File: src/rfc_params.svh
// constants for the reference control register block
`ifndef RFC_PARAMS_SVH
`define RFC_PARAMS_SVH

// ********************************************************
// register map (byte address, printed offset is not a multiple of four: index x 4)
// ********************************************************
`define RFC_REF_CTRL_INDEX      8'hd1
`define RFC_REF_CTRL_ADDR       12'h344
`define RFC_ADDR_W              12
`define RFC_REG_RESET           8'h00
`define RFC_REG_MSB             7
`define RFC_WRITE_LANE          0

// ********************************************************
// field positions
// ********************************************************
`define RFC_BIT_MERGE           7
`define RFC_BIT_FLAG            6
`define RFC_BIT_ZTC             5
`define RFC_BIT_LEVEL           4
`define RFC_BIT_SOURCE          3
`define RFC_BIT_TEMP            2
`define RFC_BIT_BIAS            1
`define RFC_BIT_BUF             0

`endif

File: src/rfc_pkg.sv
// types for the reference control register block
package rfc_pkg;
    typedef logic [7:0] rfc_reg_t;
endpackage : rfc_pkg

File: src/rfc_reference_control.sv
// reference control register with apb slave and analog control outputs
// What this block does
// RULE1 - one 8-bit read/write register at index 0xd1, all zeros after reset.
// RULE2 - bit 7 routes the second dac to its own pin (0) or merges it onto the first dac pin (1).
// RULE3 - bit 6 is a free software flag with no hardware effect.
// RULE4 - bit 5 forces the zero-tempco bias on, else it runs only when needed.
// RULE5 - bit 4 selects the reference level, 0 for 1.5 V and 1 for 2.2 V.
// RULE6 - bit 3 selects the reference pin (0) or the supply (1) as reference.
// RULE7 - bit 2 enables the temperature sensor, whose output floats while off.
// RULE8 - bit 1 enables the bias generator, also forced on by dependent peripherals.
// RULE9 - bit 0 enables the reference buffer that drives the reference pin.
// RULE10 - software keeps the buffer enable at 0 when the internal reference is unused.
// RULE11 - software sets the reference pin analog and skipped in the crossbar.
// RULE12 - with both dacs on and merge set, both outputs combine on the first dac pin.
// RULE13 - the effective bias enable is the OR of the stored bit and all dependent enables.
//
// The APB register port was chosen for this implementation.
`timescale 1ns/1ps
`include "rfc_params.svh"

module rfc_reference_control (
    input  wire logic                     clk_sys,
    input  wire logic                     reset_n,
    input  wire logic                     psel,
    input  wire logic                     penable,
    input  wire logic                     pwrite,
    input  wire logic [`RFC_ADDR_W-1:0]   paddr,
    input  wire logic [31:0]              pwdata,
    input  wire logic [3:0]               pstrb,
    output logic      [31:0]              prdata,
    output logic                          pready,
    output logic                          pslverr,
    input  wire logic                     adcEnable,
    input  wire logic                     oscEnable,
    input  wire logic                     firstDacEnable,
    input  wire logic                     secondDacEnable,
    input  wire logic                     ztcNeeded,
    output logic                          secondDacToFirstPin,
    output logic                          dacOutputsMerged,
    output logic                          zeroTempcoBiasOn,
    output logic                          referenceLevelHigh,
    output logic                          referenceFromSupply,
    output logic                          tempSensorEnable,
    output logic                          analogBiasOn,
    output logic                          referenceBufferEnable,
    output logic                          spareSoftwareFlag
);

    // ********************************************************
    // apb slave
    // ********************************************************
    rfc_pkg::rfc_reg_t referenceControl_ff;
    logic              hit;
    logic              access;

    // one decode shared by the slave and all checks but p_err_hit, which repeats the compare inline
    function automatic logic addr_is_reg(input logic [`RFC_ADDR_W-1:0] addr);
        return addr == `RFC_ADDR_W'(`RFC_REF_CTRL_ADDR);
    endfunction : addr_is_reg

    assign hit     = addr_is_reg(paddr);
    assign access  = psel && penable;
    // zero wait states keep the cpu side simple
    assign pready  = 1'b1;
    assign pslverr = access && !hit;

    always_ff @(posedge clk_sys or negedge reset_n) begin
        if (!reset_n) begin
            referenceControl_ff <= `RFC_REG_RESET;                        // [RULE1]
        end else if (access && pwrite && hit && pstrb[`RFC_WRITE_LANE]) begin
            referenceControl_ff <= pwdata[`RFC_REG_MSB:0];                // [RULE1] [RULE3]
        end
    end

    always_ff @(posedge clk_sys or negedge reset_n) begin
        if (!reset_n) begin
            prdata <= 32'h0000_0000;
        end else if (psel && !penable && !pwrite) begin
            prdata <= hit ? {24'h00_0000, referenceControl_ff} : 32'h0000_0000; // [RULE1]
        end
    end

    // ********************************************************
    // analog controls
    // ********************************************************
    assign secondDacToFirstPin   = referenceControl_ff[`RFC_BIT_MERGE];       // [RULE2]
    assign dacOutputsMerged      = referenceControl_ff[`RFC_BIT_MERGE]
                                   && firstDacEnable && secondDacEnable;     // [RULE12]
    assign zeroTempcoBiasOn      = referenceControl_ff[`RFC_BIT_ZTC] || ztcNeeded; // [RULE4]
    assign referenceLevelHigh    = referenceControl_ff[`RFC_BIT_LEVEL];       // [RULE5]
    assign referenceFromSupply   = referenceControl_ff[`RFC_BIT_SOURCE];      // [RULE6]
    // sensor output high impedance is handled in the analog cell while this is low
    assign tempSensorEnable      = referenceControl_ff[`RFC_BIT_TEMP];        // [RULE7]
    assign analogBiasOn          = referenceControl_ff[`RFC_BIT_BIAS] || adcEnable
                                   || tempSensorEnable || oscEnable
                                   || firstDacEnable || secondDacEnable;     // [RULE8] [RULE13]
    assign referenceBufferEnable = referenceControl_ff[`RFC_BIT_BUF];         // [RULE9]
    // flag is exported only for observation, nothing in hardware uses it
    assign spareSoftwareFlag     = referenceControl_ff[`RFC_BIT_FLAG];        // [RULE3]
endmodule : rfc_reference_control

File: config.mk
export PLATFORM = sky130hd
export DESIGN_NAME = rfc_reference_control
export DESIGN_NICKNAME = d
export VERILOG_FILES = /design/src/rfc_pkg.sv /design/src/rfc_reference_control.sv
export VERILOG_INCLUDE_DIRS = /design/src
export SDC_FILE = /design/constraint.sdc
export NUM_CORES = 1
export LEC_CHECK = 0
export ABC_CLOCK_PERIOD_IN_PS = 1600
export BUFFER_PORTS_ARGS = -buffer_cell sky130_fd_sc_hd__buf_2
export CAP_MARGIN = 20
export CELL_PAD_IN_SITES_DETAIL_PLACEMENT = 0
export CELL_PAD_IN_SITES_GLOBAL_PLACEMENT = 2
export CORE_ASPECT_RATIO = 1.2
export CORE_MARGIN = 2
export CORE_UTILIZATION = 17
export CTS_BUF_LIST = sky130_fd_sc_hd__clkbuf_16
export DETAILED_ROUTE_END_ITERATION = 7
export PLACE_DENSITY = 0.81
export SYNTH_ARGS = -nofsm -noshare
export SYNTH_HDL_FRONTEND = slang
export SYNTH_SLANG_ARGS = --single-unit
File: constraint.sdc
create_clock -name clk_sys -period 1.6 [get_ports clk_sys]
set_clock_uncertainty 0.2 [all_clocks]
set_input_delay 0.16 -clock clk_sys [delete_from_list [all_inputs] [get_ports clk_sys]]
set_output_delay 0.16 -clock clk_sys [all_outputs]
set_load 0.02 [all_outputs]
# After elaboration in Yosys (flattened, before gate mapping)
# Index checks and enable logic that the tools add are counted.
# W data, S select, Z words.
# op_classes
reduce_logical,18
muxes,1
eq_ne,1
# ops
cell,count
$eq A12 B10 Y1 const B,1
$logic_and A1 B1 Y1,9
$mux W8,1
$logic_or A1 B1 Y1,6
$logic_not A1 Y1,3
# totals
wordCells,22
register_bits,40
output_inout_bits,43

# Depth between registers and ports, before layout
# logic_depth
depth_word,5
mapped_depth,4
ltp_nobuf,3

# Least setup slack after synthesis
# No wires, ideal clock.
# synth_path
kind,input-to-reg
from,input paddr[11]
to,register referenceControl_ff[0]
path_buffers,0
setup_time_ns,0.125
arrival_time_ns,1.566
path_slack_ns,-0.291
path_stages,3
path_cell_list,or4b_4 -> nor4_4 -> mux2_2
# synth_between
elab_chain_len,3
# synth_rtl
element,line,rtl
from (decl),rfc_reference_control.sv:27,"input wire logic [`RFC_ADDR_W-1:0] paddr,"
$eq A12 B10 Y1,rfc_reference_control.sv:58,return addr == `RFC_ADDR_W'(`RFC_REF_CTRL_ADDR);
$logic_and A1 B1 Y1 (2 in series),rfc_reference_control.sv:70,end else if (access && pwrite && hit && pstrb[`RFC_WRITE_LANE]) begin
to (signal assigned),rfc_reference_control.sv:69,referenceControl_ff <= `RFC_REG_RESET;
to (signal assigned),rfc_reference_control.sv:71,referenceControl_ff <= pwdata[`RFC_REG_MSB:0];
to (decl),rfc_reference_control.sv:52,rfc_pkg::rfc_reg_t referenceControl_ff;
# Every way passes these cells.
# A chain may end at the register's enable or synchronous reset.

# Final worst setup path
# layout_path
from,input paddr[3]
to,register referenceControl_ff[5]
# The elaborated chain is that of the path after synthesis.

==> run_results.csv <==
group,metric,value,unit
outcome,status,"finished, violations left",
outcome,violations,"negative setup slack",
critical_path,critPathCaptureType,"flip-flop",
placement,finalWeightedCongestion,0.675,
drt,vias_per_cell,3.70,
global_routing,overflow,0,
die,die_w,71.1,microns
final_layout,antenna_cells,0,
synth,synth_cell_types,19,
drt,vias,774,
critical_path,worstPathArrival,1.60,ns
critical_path,critPathKind,"input pin to flip-flop",
die,start_util,17.5,%
sta,slew_viol_final,0,
placement,dpl_cell_area,1200,sq um
clocking,clk_latency,0.24,ns
synth,yosysTopAreaCellShare,43.6,%
global_routing,antenna_found_initial,0,
final_layout,multi_input_comb_area,447,sq um
critical_path,worstSetupEndpoint,"referenceControl_ff[5]$_DFFE_PN0P_",
sta,finalSetupViolCount,9,
final_layout,syn_to_final_growth,54.4,%
sta,period_minus_slack,1.67,ns
critical_path,crit_path_start,"paddr[3]",
sta,min_period_over_period,105,%
die,rows,29,
drt,finalWirelength,2180,microns
die,core,5260,sq um
final_layout,layout-drive-gt1-share,54.4,%
drt,detail_route.wl_per_cell,10.4,microns
clocking,htreeDepth,1,
sta,rsz0062_at_grt,"yes",
global_routing,grt_pass1_vias,710,
power,leakagePower,0.798,nW
final_layout,finalInstanceArea,1420,sq um
die,die_y,84.5,microns
drt,drc,0,
critical_path,worstPathRequired,1.52,ns
synth,postSynthAreaPerCell,11.2,sq um
clocking,cts_tree,"yes",
sta,fmax,597,MHz
sta,hold_viol_final,0,
drt,drt-initial-drc-count,13,
global_routing,grt_first_pass_wirelength,3280,microns
placement,port_buffers,48,
synth,syn_inst,82,
global_routing,grt_use_total,6.97,%
clocking,cts_buffers,3,
final_layout,regArea,400,sq um
critical_path,r2r-end,"prdata[3]$_DFFE_PN0P_",
die,io_pins,101,
clocking,clock_sinks,16,
power,peakVddDrop,0.331,mV
critical_path,cp_max_fo,5,
synth,synth-warning-count,0,
power,p_per_area,726,nW/um^2
final_layout,mostFrequentLayoutCells,"45 x buf_2, 25 x conb_1, 16 x dfrtp_1",
synth,synth_seq_area_share,43.6,%
clocking,root_buffer,"clkbuf_16",
clocking,clkTransAtPathRegs,0.05,ns
critical_path,crit_path_start_kind,"input pin",
drt,firstDrtPassIters,4,
global_routing,grt_max_degree,17,
synth,syn-cell-area,918,sq um
sta,setup_slack,-0.0750,ns
sta,timing.setup.tns,-0.426,ns
run,maxCapViolations,0,
final_layout,final_common_cell,"buf_2",
final_layout,nets,206,
die,die-area,6010,sq um
min_path,hp-class,"input pin to asynchronous set/reset pin",
critical_path,r2r-start,"prdata[3]$_DFFE_PN0P_",
synth,synth_top_cell_by_area,"dfrtp_1",
clocking,clock_path_buffers,2,
critical_path,r2r_slack,0.59,ns
final_layout,n_fill_cell,567,
critical_path,r2r_cells,2,
drt,ant_nets,0,
synth,synth_area_leaders,"dfrtp_1 44%, buf_4 20%, mux2_2 9.8%",
synth,ys_seq_elements,16,
placement,hpwl,1710,microns
synth_stat cells (all sizes together):
master and n:
nor2b 8, dfrtp 16, mux2 8, a31o 8, nand4b 1, nor3b 1, or4 1, nand2 2
conb 2, buf 25, nor4 2, nor2 2, and3 1, clkbuf 1, nor3 1, or4b 1
or2 1, nand4 1
cell families after synthesis:
| kind of cell | after synthesis | synth area share [%] |
|---|---|---|
| AND/OR/NAND/NOR | 22 | 17.3 |
| flip-flops | 16 | 43.6 |
| other | 2 | 0.818 |
| buffers and inverters | 26 | 20.8 |
| multiplexers | 8 | 9.81 |
| AO/OA/AOI/OAI | 8 | 7.63 |
how the worst min path moves through the flow:
| stage | startpoint | endpoint | slack (ns) | cells past startpoint |
|---|---|---|---|---|
| 3_5_place_dp | reset_n | prdata[7]$_DFFE_PN0P_ | -0.10 | 1 |
| 5_1_grt | reset_n | referenceControl_ff[7]$_DFFE_PN0P_ | 0.19 | 2 |
| 6_report | reset_n | prdata[7]$_DFFE_PN0P_ | 0.16 | 2 |
| 2_1_floorplan | reset_n | prdata[0]$_DFFE_PN0P_ | -0.34 | 0 |
| 3_3_place_gp | reset_n | referenceControl_ff[7]$_DFFE_PN0P_ | -0.11 | 1 |
| 4_1_cts | reset_n | prdata[7]$_DFFE_PN0P_ | 0.18 | 2 |
through the flow:
step	hold slack (ns)	total power [mW]	utilization [%]	cells	setup slack (ns)
floorplan	-0.336	0.528	-	105	-0.225
global route	0.186	1.08	26.9	209	-0.132
CTS	0.176	1.05	26.9	209	-0.0877
global placement	-0.112	0.538	22.8	195	-0.299
finish	0.163	1.03	26.9	209	-0.0750
detailed placement	-0.103	0.539	22.8	195	-0.317
state kept, by name, indices dropped and copies added, names as in the netlist:
name / count
prdata: 8
referenceControl_ff: 8
routing by layer:
metal  vias up  GRT usage, %  part of all wire, %
met5         -             0                    0
met4         0          3.09                 0.37
met3         2          3.48                   15
met2        58          10.9                   44
met1       350          7.98                   40
li1        364             -                    -
area by class of cell:
cell class	instances	area share (%)
Multi-Input combinational cell	63	31.5
Timing Repair Buffer	64	29.2
Sequential cell	16	28.2
Tap cell	62	5.47
Clock buffer	3	5.30
Clock inverter	1	0.265
critical path, stage by stage:
cell and delay (ns):
buf_6 0.09, or4b_4 0.54, buf_6 0.14, nor4_4 0.14
buf_4 0.20, mux2_2 0.33
where the power goes:
part | switching (mW) | internal (mW) | total, mW
clock | 0.143 | 0.330 | 0.473
combinational | 0.0906 | 0.0591 | 0.150
sequential | 0.000120 | 0.406 | 0.406
total | 0.234 | 0.795 | 1.03
what timing repair did:
action | CTS | global route
endpoints found under the hold margin | 24 | 0
buffers inserted | 1 | 0
endpoints found under the setup margin | 9 | 9
resized for setup | 9 | 1
pin swaps | 3 | 0
hold buffers | 9 | 0
Note: power is estimated with default switching activity, not from simulation.
